## config.mk

```make
export PLATFORM = sky130hd
export DESIGN_NAME = spm_config_regs
export DESIGN_NICKNAME = d
export VERILOG_FILES = /design/src/logic/spm_pkg.sv /design/src/logic/spm_config_regs.sv
export SDC_FILE = /design/constraint.sdc
export NUM_CORES = 1
export LEC_CHECK = 0
export ABC_AREA = 1
export ABC_CLOCK_PERIOD_IN_PS = 6500
export BUFFER_PORTS_ARGS = -buffer_cell sky130_fd_sc_hd__buf_2
export CORE_AREA = 5 5 148 150
export CTS_CLUSTER_DIAMETER = 120
export DETAILED_ROUTE_END_ITERATION = 10
export DIE_AREA = 0 0 153 155
export PLACE_DENSITY = 0.87
export SETUP_SLACK_MARGIN = 0.2
export SLEW_MARGIN = 25
export SYNTH_ARGS = -nofsm -noshare
export SYNTH_HDL_FRONTEND = slang
export SYNTH_SLANG_ARGS = --single-unit
```

## constraint.sdc

```tcl
create_clock -name aclk -period 6.5 [get_ports aclk]
set_clock_uncertainty 0.15 [all_clocks]
set_input_delay 1.3 -clock aclk [delete_from_list [all_inputs] [get_ports aclk]]
set_output_delay 1.3 -clock aclk [all_outputs]
set_load 0.05 [all_outputs]
```

## src/logic/spm_pkg.sv

```systemverilog
// Purpose: Shared constants and types for the switch port config bank
// Assumes: AXI4-Lite word access, 50 MHz aclk
// Notes: Offsets are byte addresses within the bank
package spm_pkg;
	// Register byte offsets
	localparam logic [7:0] OFS_DOWNSTREAM_POWER_EVENT_CONTROL = 8'h9C;
	localparam logic [7:0] OFS_EEPROM_CONTROL = 8'hA0;
	localparam logic [7:0] OFS_EEPROM_ADDRESS_DATA = 8'hA4;
	localparam logic [7:0] OFS_DEBUG_OUTPUT_CONTROL = 8'hA8;
	localparam logic [7:0] OFS_DEBUG_OUTPUT_DATA = 8'hAC;
	localparam logic [7:0] OFS_SUBSYSTEM_ID_CAPABILITY_HEADER = 8'hB0;
	localparam logic [7:0] OFS_SUBSYSTEM_IDENTIFIERS = 8'hB4;
	localparam logic [7:0] OFS_INT_STATUS = 8'hE0;
	localparam logic [7:0] OFS_INT_MASK = 8'hE4;
	// Power event control fields
	localparam int PME_CAP_BIT = 0;
	localparam int TURNOFF_BIT = 1;
	localparam int PORT_POWER_BIT = 2;
	localparam int PORT_RESET_BIT = 3;
	localparam int LINK_STATUS_LSB = 16;
	localparam logic PME_CAP_RST = 1'b1;
	localparam logic PORT_POWER_RST = 1'b1;
	localparam logic PORT_RESET_RST = 1'b1;
	// EEPROM control fields
	localparam int EE_START_BIT = 0;
	localparam int EE_CMD_LSB = 1;
	localparam int EE_AUTOLOAD_STATUS_BIT = 4;
	localparam int EE_AUTOLOAD_DISABLE_BIT = 5;
	localparam int EE_RATE_LSB = 6;
	localparam int EE_STATUS_LSB = 8;
	localparam logic EE_AUTOLOAD_DISABLE_RST = 1'b1;
	localparam logic [1:0] EE_RATE_RST = 2'h1;
	localparam logic [1:0] EE_RATE_DIV64 = 2'h1;
	localparam logic [1:0] EE_RATE_TEST = 2'h3;
	localparam int EE_DIV_NORMAL = 64;
	localparam int EE_DIV_TEST = 4;
	// Serial frame lengths in bits
	localparam logic [5:0] FRAME_LONG = 6'h28;
	localparam logic [5:0] FRAME_STATUS = 6'h10;
	localparam logic [5:0] FRAME_SHORT = 6'h08;
	// EEPROM commands
	typedef enum logic [2:0] {
		CMD_NONE = 3'h0,
		CMD_WRSTATUS = 3'h1,
		CMD_WRITE = 3'h2,
		CMD_READ = 3'h3,
		CMD_WRDISABLE = 3'h4,
		CMD_RDSTATUS = 3'h5,
		CMD_WRENABLE = 3'h6,
		CMD_SPARE = 3'h7
	} spm_ee_cmd_t;
	// Debug output fields
	localparam int DBG_PORT_LSB = 5;
	localparam int DBG_START_BIT = 8;
	localparam int DBG_LED_LSB = 24;
	localparam logic [4:0] DBG_MODE_LTSSM = 5'h0C;
	localparam int LTSSM_STATES = 10;
	// Capability header
	localparam logic [7:0] CAP_ID = 8'h0D;
	localparam logic [7:0] CAP_NEXT_PTR = 8'hC0;
	// Interrupt status bits
	localparam int INT_EE_DONE = 0;
	localparam int INT_TURNOFF = 1;
	localparam int INT_BITS = 2;
	// AXI responses
	localparam logic [1:0] RESP_OKAY = 2'h0;
	localparam logic [1:0] RESP_SLVERR = 2'h2;
	// Serial engine states
	typedef enum logic [2:0] {
		ST_IDLE = 3'h1,
		ST_SHIFT = 3'h2,
		ST_DONE = 3'h4
	} spm_state_t;
	// EEPROM pin group
	typedef struct packed {
		logic sck;
		logic cs_n;
		logic mosi;
	} spm_ee_pins_t;
endpackage

```

## src/logic/spm_config_regs.sv

```systemverilog
// Purpose: Downstream power, EEPROM access, debug select and subsystem ID
// Assumes: One clock, synchronous active-low reset, AXI4-Lite slave
// Notes: Serial EEPROM uses SPI mode 0, MSB first
// Notes on behaviour
// - Power event capability readable, resets one, loadable
// - Writing turnoff request while the bit is zero sends turnoff message
// - Port power drives its GPIO pin while the capability bit is one
// - Port reset bit drives active-low device reset
// - Two-bit link power state readable
// - Start bit launches one EEPROM cycle
// - Three-bit command selects EEPROM operation
// - Autoload status one only after good load
// - Autoload disable makes a later load set autoload status zero, resets one
// - Clock rate field sets EEPROM serial clock
// - Status bits 8,9 mirror busy and latch
// - Bits 10,11,15 writable; 12-14 read zero
// - Address low half, data high half
// - Debug mode, port select and start
// - Mode 0Ch shows LTSSM state one-hot
// - Capability header reads 0Dh and C0h
// - Subsystem vendor and device identifiers readable
//
// Added by the designer: the AXI4-Lite register port.
module spm_config_regs #(
	parameter int PORT_NUM = 1,
	parameter int DEBUG_PORTS = 8,
	parameter int DIV_NORMAL = spm_pkg::EE_DIV_NORMAL,
	parameter int DIV_TEST = spm_pkg::EE_DIV_TEST
) (
	// Clock and reset
	input wire logic aclk,
	input wire logic aresetn,
	// AXI4-Lite write address and data
	input wire logic [7:0] s_axi_awaddr,
	input wire logic s_axi_awvalid,
	output logic s_axi_awready,
	input wire logic [31:0] s_axi_wdata,
	input wire logic [3:0] s_axi_wstrb,
	input wire logic s_axi_wvalid,
	output logic s_axi_wready,
	// AXI4-Lite write response
	output logic [1:0] s_axi_bresp,
	output logic s_axi_bvalid,
	input wire logic s_axi_bready,
	// AXI4-Lite read
	input wire logic [7:0] s_axi_araddr,
	input wire logic s_axi_arvalid,
	output logic s_axi_arready,
	output logic [31:0] s_axi_rdata,
	output logic [1:0] s_axi_rresp,
	output logic s_axi_rvalid,
	input wire logic s_axi_rready,
	// Interrupt
	output logic irq,
	// Sideband default load
	input wire logic sb_load,
	input wire logic sb_load_ok,
	input wire logic sb_pme_cap,
	input wire logic [15:0] sb_subsystem_vendor_identifier,
	input wire logic [15:0] sb_subsystem_device_identifier,
	// Downstream port
	output logic turnoff_req,
	output logic dev_rst_n,
	output logic [4:0] gpio_out,
	output logic [4:0] gpio_oe_n,
	input wire logic [1:0] link_pm_state,
	// Debug sources and LED
	input wire logic [DEBUG_PORTS*spm_pkg::LTSSM_STATES-1:0] ltssm_onehot,
	output logic [7:0] led_debug,
	// EEPROM pins
	output spm_pkg::spm_ee_pins_t ee_pins,
	input wire logic ee_miso
);
	import spm_pkg::*;

	// Register state
	logic pme_cap_ff; // Capability, loadable default
	logic turnoff_ff; // Turnoff request bit
	logic port_power_ff; // Port power bit
	logic port_reset_ff; // Port reset bit, high releases
	logic [1:0] link_ff; // Sampled link power state
	logic ee_start_ff; // Cycle in progress request
	logic [2:0] ee_cmd_ff; // Programmed command
	logic autoload_ok_ff; // Autoload result
	logic autoload_dis_ff; // Autoload disable
	logic [1:0] ee_rate_ff; // Serial clock rate code
	logic [7:0] ee_status_ff; // Status mirror
	logic [15:0] ee_addr_ff; // EEPROM address
	logic [15:0] ee_data_ff; // EEPROM data
	logic [4:0] dbg_mode_ff; // Debug mode select
	logic [2:0] dbg_port_ff; // Debug port select
	logic dbg_start_ff; // Debug output start
	logic [7:0] led_ff; // LED debug, write only
	logic [31:0] dbg_data_ff; // Debug output data
	logic [15:0] subsystem_vendor_identifier_ff; // Subsystem vendor id
	logic [15:0] subsystem_device_identifier_ff; // Subsystem device id
	logic [INT_BITS-1:0] int_stat_ff; // Sticky events
	logic [INT_BITS-1:0] int_mask_ff; // Enables, one passes
	// Bus state
	logic bvalid_ff;
	logic [1:0] bresp_ff;
	logic rvalid_ff;
	logic [1:0] rresp_ff;
	logic [31:0] rdata_ff;
	// Serial engine state
	spm_state_t state_ff;
	spm_state_t nxt_state;
	logic [7:0] div_ff; // Half period counter
	logic sck_ff;
	logic [5:0] bits_ff; // Bits left in frame
	logic [39:0] tx_ff; // Outgoing shift register
	logic [39:0] rx_ff; // Incoming shift register
	logic [2:0] run_cmd_ff; // Command of current frame

	// Merge write data by byte strobes
	function automatic logic [31:0] merge(input logic [31:0] old,
		input logic [31:0] wd, input logic [3:0] st);
		logic [31:0] res;
		res = old;
		for (int i = 0; i < 4; i++) begin
			if (st[i]) begin
				res[i*8 +: 8] = wd[i*8 +: 8];
			end
		end
		return res;
	endfunction

	// Mapped offset check
	function automatic logic mapped(input logic [7:0] a);
		return a == OFS_DOWNSTREAM_POWER_EVENT_CONTROL ||
			a == OFS_EEPROM_CONTROL || a == OFS_EEPROM_ADDRESS_DATA ||
			a == OFS_DEBUG_OUTPUT_CONTROL || a == OFS_DEBUG_OUTPUT_DATA ||
			a == OFS_SUBSYSTEM_ID_CAPABILITY_HEADER ||
			a == OFS_SUBSYSTEM_IDENTIFIERS || a == OFS_INT_STATUS ||
			a == OFS_INT_MASK;
	endfunction

	// Register words as software sees them
	wire [31:0] w_pwr = {14'h0000, link_ff, 12'h000, port_reset_ff,
		port_power_ff, turnoff_ff, pme_cap_ff};
	wire [31:0] w_eec = {16'h0000, ee_status_ff[7], 3'h0,
		ee_status_ff[3:0], ee_rate_ff, autoload_dis_ff, autoload_ok_ff,
		ee_cmd_ff, ee_start_ff};
	wire [31:0] w_eead = {ee_data_ff, ee_addr_ff};
	wire [31:0] w_dbgc = {23'h000000, dbg_start_ff, dbg_port_ff,
		dbg_mode_ff};
	wire [31:0] w_cap = {16'h0000, CAP_NEXT_PTR, CAP_ID};
	wire [31:0] w_ids = {subsystem_device_identifier_ff, subsystem_vendor_identifier_ff};
	wire [31:0] w_ist = {{(32-INT_BITS){1'b0}}, int_stat_ff};
	wire [31:0] w_imk = {{(32-INT_BITS){1'b0}}, int_mask_ff};

	// Word selected by an address
	function automatic logic [31:0] word_at(input logic [7:0] a);
		unique case (a)
			OFS_DOWNSTREAM_POWER_EVENT_CONTROL: return w_pwr;
			OFS_EEPROM_CONTROL: return w_eec;
			OFS_EEPROM_ADDRESS_DATA: return w_eead;
			OFS_DEBUG_OUTPUT_CONTROL: return w_dbgc;
			OFS_DEBUG_OUTPUT_DATA: return dbg_data_ff;
			OFS_SUBSYSTEM_ID_CAPABILITY_HEADER: return w_cap;
			OFS_SUBSYSTEM_IDENTIFIERS: return w_ids;
			OFS_INT_STATUS: return w_ist;
			OFS_INT_MASK: return w_imk;
			default: return 32'h00000000;
		endcase
	endfunction

	// Write channel: take address and data together, one response open
	wire wr_fire = s_axi_awvalid && s_axi_wvalid && !bvalid_ff;
	wire [31:0] wr_word = merge(word_at(s_axi_awaddr), s_axi_wdata,
		s_axi_wstrb);
	wire wr_pwr = wr_fire && s_axi_awaddr == OFS_DOWNSTREAM_POWER_EVENT_CONTROL;
	wire wr_eec = wr_fire && s_axi_awaddr == OFS_EEPROM_CONTROL;
	wire wr_eead = wr_fire && s_axi_awaddr == OFS_EEPROM_ADDRESS_DATA;
	wire wr_dbgc = wr_fire && s_axi_awaddr == OFS_DEBUG_OUTPUT_CONTROL;
	wire wr_ist = wr_fire && s_axi_awaddr == OFS_INT_STATUS;
	wire wr_imk = wr_fire && s_axi_awaddr == OFS_INT_MASK;
	// Read channel: one read open at a time
	wire rd_fire = s_axi_arvalid && !rvalid_ff;
	// Serial engine control
	wire busy = state_ff != ST_IDLE;
	wire launch = wr_eec && wr_word[EE_START_BIT] && !busy;
	wire [2:0] launch_cmd = wr_word[EE_CMD_LSB +: 3];
	wire [7:0] half_div = (ee_rate_ff == EE_RATE_TEST) ?
		8'(DIV_TEST / 2) : 8'(DIV_NORMAL / 2);
	wire tick = state_ff == ST_SHIFT && div_ff == half_div - 8'h01;
	wire last_bit = tick && sck_ff && bits_ff == 6'h01;
	wire ee_done = state_ff == ST_DONE;
	wire turnoff_set = wr_pwr && wr_word[TURNOFF_BIT] && !turnoff_ff;
	wire [INT_BITS-1:0] int_events;
	wire [LTSSM_STATES-1:0] ltssm_sel;
	wire [7:0] status_out = {ee_status_ff[7], 3'h0, ee_status_ff[3:2],
		2'h0};

	assign int_events[INT_EE_DONE] = ee_done;
	assign int_events[INT_TURNOFF] = turnoff_set;
	assign ltssm_sel = (32'(dbg_port_ff) < DEBUG_PORTS) ?
		ltssm_onehot[dbg_port_ff*LTSSM_STATES +: LTSSM_STATES] :
		{LTSSM_STATES{1'b0}};

	// Bus outputs
	assign s_axi_awready = wr_fire;
	assign s_axi_wready = wr_fire;
	assign s_axi_bvalid = bvalid_ff;
	assign s_axi_bresp = bresp_ff;
	assign s_axi_arready = rd_fire;
	assign s_axi_rvalid = rvalid_ff;
	assign s_axi_rdata = rdata_ff;
	assign s_axi_rresp = rresp_ff;
	assign irq = |(int_stat_ff & int_mask_ff);
	// Port pins; only this port's GPIO is driven, oe low drives
	assign dev_rst_n = port_reset_ff;
	assign led_debug = led_ff;
	always_comb begin
		gpio_out = 5'h00;
		gpio_oe_n = 5'h1F;
		gpio_out[PORT_NUM-1] = port_power_ff;
		gpio_oe_n[PORT_NUM-1] = !pme_cap_ff;
	end
	assign ee_pins.sck = sck_ff;
	assign ee_pins.cs_n = state_ff != ST_SHIFT;
	assign ee_pins.mosi = tx_ff[39];

	// Write response
	always_ff @(posedge aclk) begin
		if (!aresetn) begin
			bvalid_ff <= 1'b0;
			bresp_ff <= RESP_OKAY;
		end else if (wr_fire) begin
			bvalid_ff <= 1'b1;
			bresp_ff <= mapped(s_axi_awaddr) ? RESP_OKAY : RESP_SLVERR;
		end else if (s_axi_bready) begin
			bvalid_ff <= 1'b0;
		end
	end

	// Read response, data captured when the address is taken
	always_ff @(posedge aclk) begin
		if (!aresetn) begin
			rvalid_ff <= 1'b0;
			rresp_ff <= RESP_OKAY;
			rdata_ff <= 32'h00000000;
		end else if (rd_fire) begin
			rvalid_ff <= 1'b1;
			rresp_ff <= mapped(s_axi_araddr) ? RESP_OKAY : RESP_SLVERR;
			rdata_ff <= word_at(s_axi_araddr);
		end else if (s_axi_rready) begin
			rvalid_ff <= 1'b0;
		end
	end

	// Power event control and sideband defaults
	always_ff @(posedge aclk) begin
		if (!aresetn) begin
			pme_cap_ff <= PME_CAP_RST;
			turnoff_ff <= 1'b0;
			port_power_ff <= PORT_POWER_RST;
			port_reset_ff <= PORT_RESET_RST;
			link_ff <= 2'h0;
			subsystem_vendor_identifier_ff <= 16'h0000;
			subsystem_device_identifier_ff <= 16'h0000;
			turnoff_req <= 1'b0;
		end else begin
			link_ff <= link_pm_state;
			turnoff_req <= turnoff_set;
			if (wr_pwr) begin
				turnoff_ff <= wr_word[TURNOFF_BIT];
				port_power_ff <= wr_word[PORT_POWER_BIT];
				port_reset_ff <= wr_word[PORT_RESET_BIT];
			end
			if (sb_load) begin
				pme_cap_ff <= sb_pme_cap;
				subsystem_vendor_identifier_ff <= sb_subsystem_vendor_identifier;
				subsystem_device_identifier_ff <= sb_subsystem_device_identifier;
			end
		end
	end

	// EEPROM control fields
	always_ff @(posedge aclk) begin
		if (!aresetn) begin
			ee_start_ff <= 1'b0;
			ee_cmd_ff <= CMD_NONE;
			autoload_ok_ff <= 1'b0;
			autoload_dis_ff <= EE_AUTOLOAD_DISABLE_RST;
			ee_rate_ff <= EE_RATE_RST;
			ee_status_ff <= 8'h00;
			ee_addr_ff <= 16'h0000;
			ee_data_ff <= 16'h0000;
		end else begin
			if (sb_load) begin
				autoload_ok_ff <= sb_load_ok && !autoload_dis_ff;
			end
			if (wr_eec && !busy) begin
				ee_cmd_ff <= launch_cmd;
				autoload_dis_ff <= wr_word[EE_AUTOLOAD_DISABLE_BIT];
				ee_rate_ff <= wr_word[EE_RATE_LSB +: 2];
				ee_status_ff[3:2] <= wr_word[EE_STATUS_LSB+2 +: 2];
				ee_status_ff[7] <= wr_word[EE_STATUS_LSB+7];
			end
			if (launch) begin
				ee_start_ff <= 1'b1;
			end else if (ee_done) begin
				ee_start_ff <= 1'b0;
			end
			if (wr_eead && !busy) begin
				ee_addr_ff <= wr_word[15:0];
				ee_data_ff <= wr_word[31:16];
			end
			if (ee_done && run_cmd_ff == CMD_READ) begin
				ee_data_ff <= rx_ff[15:0];
			end
			if (ee_done && run_cmd_ff == CMD_RDSTATUS) begin
				ee_status_ff <= {rx_ff[7], 3'h0, rx_ff[3:0]};
			end
		end
	end

	// Serial engine next state
	always_comb begin
		nxt_state = state_ff;
		unique case (state_ff)
			ST_IDLE: begin
				if (launch) begin
					nxt_state = (launch_cmd == CMD_NONE ||
						launch_cmd == CMD_SPARE) ? ST_DONE : ST_SHIFT;
				end
			end
			ST_SHIFT: begin
				if (last_bit) begin
					nxt_state = ST_DONE;
				end
			end
			ST_DONE: begin
				nxt_state = ST_IDLE;
			end
			default: begin
				nxt_state = ST_IDLE;
			end
		endcase
	end

	// Serial engine state and clock divider
	always_ff @(posedge aclk) begin
		if (!aresetn) begin
			state_ff <= ST_IDLE;
			div_ff <= 8'h00;
		end else begin
			state_ff <= nxt_state;
			div_ff <= (tick || state_ff != ST_SHIFT) ? 8'h00 : div_ff + 8'h01;
		end
	end

	// Frame load, SPI mode 0 shifting
	always_ff @(posedge aclk) begin
		if (!aresetn) begin
			sck_ff <= 1'b0;
			bits_ff <= 6'h00;
			tx_ff <= 40'h0000000000;
			rx_ff <= 40'h0000000000;
			run_cmd_ff <= CMD_NONE;
		end else if (launch) begin
			sck_ff <= 1'b0;
			run_cmd_ff <= launch_cmd;
			unique case (launch_cmd)
				CMD_WRITE, CMD_READ: begin
					bits_ff <= FRAME_LONG;
					tx_ff <= {5'h00, launch_cmd, ee_addr_ff, ee_data_ff};
				end
				CMD_WRSTATUS, CMD_RDSTATUS: begin
					bits_ff <= FRAME_STATUS;
					tx_ff <= {5'h00, launch_cmd, status_out, 24'h000000};
				end
				default: begin
					bits_ff <= FRAME_SHORT;
					tx_ff <= {5'h00, launch_cmd, 32'h00000000};
				end
			endcase
		end else if (tick) begin
			sck_ff <= !sck_ff;
			if (!sck_ff) begin
				rx_ff <= {rx_ff[38:0], ee_miso};
			end else begin
				tx_ff <= {tx_ff[38:0], 1'b0};
				bits_ff <= bits_ff - 6'h01;
			end
		end
	end

	// Debug output selection
	always_ff @(posedge aclk) begin
		if (!aresetn) begin
			dbg_mode_ff <= 5'h00;
			dbg_port_ff <= 3'h0;
			dbg_start_ff <= 1'b0;
			led_ff <= 8'h00;
			dbg_data_ff <= 32'h00000000;
		end else begin
			if (wr_dbgc) begin
				dbg_mode_ff <= wr_word[4:0];
				dbg_port_ff <= wr_word[DBG_PORT_LSB +: 3];
				dbg_start_ff <= wr_word[DBG_START_BIT];
				// Byte 3 of the merged word, zero where its strobe is low
				led_ff <= wr_word[DBG_LED_LSB +: 8];
			end
			if (dbg_start_ff && dbg_mode_ff == DBG_MODE_LTSSM) begin
				dbg_data_ff <= {{(32-LTSSM_STATES){1'b0}}, ltssm_sel};
			end else begin
				dbg_data_ff <= 32'h00000000;
			end
		end
	end

	// Interrupt status, set wins over write-one-to-clear
	always_ff @(posedge aclk) begin
		if (!aresetn) begin
			int_stat_ff <= {INT_BITS{1'b0}};
			int_mask_ff <= {INT_BITS{1'b0}};
		end else begin
			int_stat_ff <= (int_stat_ff &
				~(wr_ist ? wr_word[INT_BITS-1:0] : {INT_BITS{1'b0}})) |
				int_events;
			if (wr_imk) begin
				int_mask_ff <= wr_word[INT_BITS-1:0];
			end
		end
	end
endmodule // spm_config_regs

```

==> key figures <==
STA
  – Max Slew Vio Count: 0
  – Slew HR: between 30% and 40%
  – Post-Route Setup TNS: 0 ps
  – Final min period: 3970 ps
  – Measured slew at the worst slew-check pin: approximately 1000 ps
  – Peak Freq: ~250 MHz
  – RSZ-0062 raised after global routing: no
  – Final Hold Vio Count: 0
  – Setup violators final: 0
  – Fin crit share: roughly 61%

Die
  – Die Y: ~160 µm
  – Starting Density: a little over half
  – Die area: 0.0237 mm²
  – Io pins: 242
  – Chip Width: about 150 µm
  – Core area: 0.0206 mm²
  – Row count: 53

Clock network
  – Worst skew pair latency: between 500 and 600 ps
  – CTS tree: built
  – Clk buf depth: 3
  – Clock sink count: approximately 230
  – Post-CTS Resized: 0
  – Htree depth: 1
  – Num CTS Buffers: 24
  – Root Buffer: clkbuf_16
  – Post-CTS Repair Setup Buffers: 0
  – Hold_buf cts: 0
  – CTS clk-pin slew, worst paths: around 60 ps

GRT
  – Gr ovfl total: 0
  – Total track usage: between 20% and 30%
  – Initial antenna violation count: 2
  – Vias in the first global route: 11.2k
  – Largest net degree at the start of global routing: 62
  – First-pass GRT wire length: a little under 60,000 µm

Setup path
  – R2R Path Start: ee_rate_ff[1]$_SDFFE_PN0P_
  – R2r setup slk: around 2900 ps
  – Worst setup EP type: flop
  – Nature of the critical path startpoint: input pin
  – Critical path class: input pin to flop
  – Reg-to-Reg End: tx_ff[34]$_SDFFE_PN0P_
  – Worst Path Required: about 6700 ps
  – Critical path fanouts, max: 36
  – Worst Path Arrival: between 4000 and 5000 ps
  – Reg2Reg Depth: 11

Power
  – Max rail drop VDD: approximately 0.00018 V
  – PD cells: 232 mW/mm²
  – LEAKAGE: 5.70 nW
  – Tot Pwr: 3.01 mW

Cells and area
  – Most frequent cells in the layout: nand2_1 (325), o21ai_0 (236), buf_2 (231)
  – Share of cells above drive strength 1: between 10% and 20%
  – Finished Layout Cells: 2,096
  – Final std cell area, no fill: 0.0130 mm²
  – NumNets Final: 1,986
  – Synth-to-Final Area Change: 17.4%
  – Commonest non-fill, non-tap cell in the layout: nand2_1
  – Core Util, Final: a little over three fifths

Logic synthesis
  – Synth Instances: 1,633
  – Post-synthesis adder-cell area fraction: 0.339%
  – Synth Area in XOR/XNOR: 0.554%
  – Synth Area per Inst: roughly 6.8 µm²
  – Post-synthesis mux area share: 0%
  – Synth Area in Simple Gates: between 20 and 25%
  – Main combinational cell family by area after synthesis: compound AO/OA/AOI/OAI gates
  – Compound-Gate Fraction of Synth Area: around 25%
  – Synthesized area: approximately 0.011 mm²
  – Register area share after synthesis: 41.3%
  – Warnings, synthesis: 0
  – Netlist cell types: 40
  – Flop and latch count out of synthesis: approximately 230

Drt
  – Drt total wl: 37,200 µm
  – Router iterations before antenna repair: 6
  – DRC Markers: 0
  – DRT antenna net count: 0
  – Initial DRC Count: 1,464
  – Vias per inst: about 5.8
  – WL per Instance: between 15 and 20 µm
  – Vias: roughly 12k

Placement
  – Placed Cells: 2,055
  – Port-buffer cells: roughly 230
  – Dpl hpwl: 26,800 µm
  – GPL Wtd Cong: just under 1
  – Post-DP Area: about 0.012 mm²

Status
  – Status: finished, final reports clean

Min path
  – Hold crit path type: flop to flop
  – Hold endpoint: tx_ff[35]$_SDFFE_PN0P_
  – Hold Path Cell Cnt: 2
  – Hold_sp: tx_ff[35]$_SDFFE_PN0P_

Flow run
  – Max-Cap Viols: 0
[registers in the layout, indices dropped and copies added (netlist names), 6 cells and up]
register / count
bits_ff: 6
dbg_data_ff: 10
div_ff: 8
ee_addr_ff: 16
ee_data_ff: 16
led_debug: 8
rx_ff: 16
s_axi_rdata: 32
subsystem_device_identifier_ff: 16
subsystem_vendor_identifier_ff: 16
tx_ff: 40
[per-layer routing]
metal  vias up  share of wire, %  track usage (%)
met1      5537                40             39.6
met5         -                 0                0
met2       711                46             48.1
met3       112                10             5.48
met4         0               3.9             11.4
li1       5746                 -                -
[cell usage after synthesis]
| cell | n | share of area [%] |
|---|---|---|
| dfxtp_1 | 228 | 41 |
| or2_2 | 1 | 0.057 |
| nor2_1 | 206 | 7.0 |
| a31oi_1 | 22 | 1.2 |
| nor4_1 | 2 | 0.11 |
| o211ai_1 | 7 | 0.48 |
| nand2_1 | 327 | 11 |
| ha_1 | 3 | 0.34 |
| nand3b_1 | 2 | 0.14 |
| o21ai_1 | 2 | 0.090 |
| buf_1 | 7 | 0.24 |
| a22o_1 | 4 | 0.32 |
| nand3_1 | 57 | 2.6 |
| conb_1 | 2 | 0.068 |
| xnor2_1 | 2 | 0.16 |
| buf_2 | 9 | 0.41 |
| buf_8 | 1 | 0.14 |
| xor2_1 | 5 | 0.40 |
| inv_1 | 150 | 5.1 |
| nor3_1 | 10 | 0.45 |
| nand2_2 | 12 | 0.68 |
| clkbuf_1 | 67 | 2.3 |
| o31ai_1 | 2 | 0.14 |
| buf_4 | 17 | 1.2 |
| o2111ai_1 | 6 | 0.48 |
| nor3_2 | 1 | 0.090 |
| o21ai_0 | 236 | 11 |
| o221ai_1 | 18 | 1.4 |
| inv_2 | 6 | 0.20 |
| nor3b_1 | 3 | 0.20 |
| o22ai_1 | 31 | 1.8 |
| a211oi_1 | 8 | 0.54 |
| a21oi_1 | 147 | 6.7 |
| a31o_2 | 1 | 0.079 |
| a21oi_2 | 10 | 0.79 |
| nor2_2 | 5 | 0.28 |
| buf_6 | 2 | 0.20 |
| nor3_4 | 1 | 0.15 |
| nand4_1 | 7 | 0.40 |
| clkinv_1 | 6 | 0.20 |
[where the power goes]
group,internal (mW),switching [mW],total (mW)
registers,1.42,0.0106,1.43
logic,0.0690,0.149,0.218
clock network,0.812,0.557,1.37
total,2.30,0.716,3.01
[cells by family after synthesis]
group | count (synthesis)
buf+inv | 265
fa+ha+maj | 3
simple gates | 634
xor+xnor | 7
flops | 228
compound gates | 494
other cells | 2
[worst max-delay path: stages]
cell and delay (ps):
buf_2 110, nor2_2 160, nand3_1 110, nor2_2 580
inv_2 110, nor3_4 400, nand2_1 710, nand2_1 560
o22ai_1 120
[worst max-delay path by stage]
stage	start	endpoint	slack [ps]	depth (start not counted)
floorplan	s_axi_wvalid	s_axi_wready	2790	5
global placement	s_axi_awaddr[1]	tx_ff[30]$_SDFFE_PN0P_	1830	15
detailed placement	s_axi_awaddr[1]	tx_ff[34]$_SDFFE_PN0P_	1850	15
CTS	ee_rate_ff[1]$_SDFFE_PN0P_	tx_ff[34]$_SDFFE_PN0P_	2290	11
global route	s_axi_awaddr[1]	run_cmd_ff[0]$_SDFFE_PN0N_	2290	13
finish	s_axi_awaddr[1]	run_cmd_ff[2]$_SDFFE_PN0N_	2530	9
[stage by stage]
step,hold WS (ps),setup slack (ps)
5_1_grt,324,2290
3_3_place_gp,290,1830
6_report,310,2530
3_5_place_dp,300,1850
4_1_cts,313,2290
2_1_floorplan,276,2790
[area by class of cell]
| type | instances | area (µm²) |
|---|---|---|
| tap | 275 | 344 |
| multi-input combinational | 1148 | 5450 |
| inverter | 162 | 608 |
| antenna | 2 | 5.00 |
| clock inverter | 4 | 81.3 |
| fill | 1845 | 7570 |
| sequential | 228 | 4560 |
| timing repair buffer | 242 | 1240 |
| clock buffer | 35 | 692 |
No activity file was read; power rests on OpenSTA's default activity.
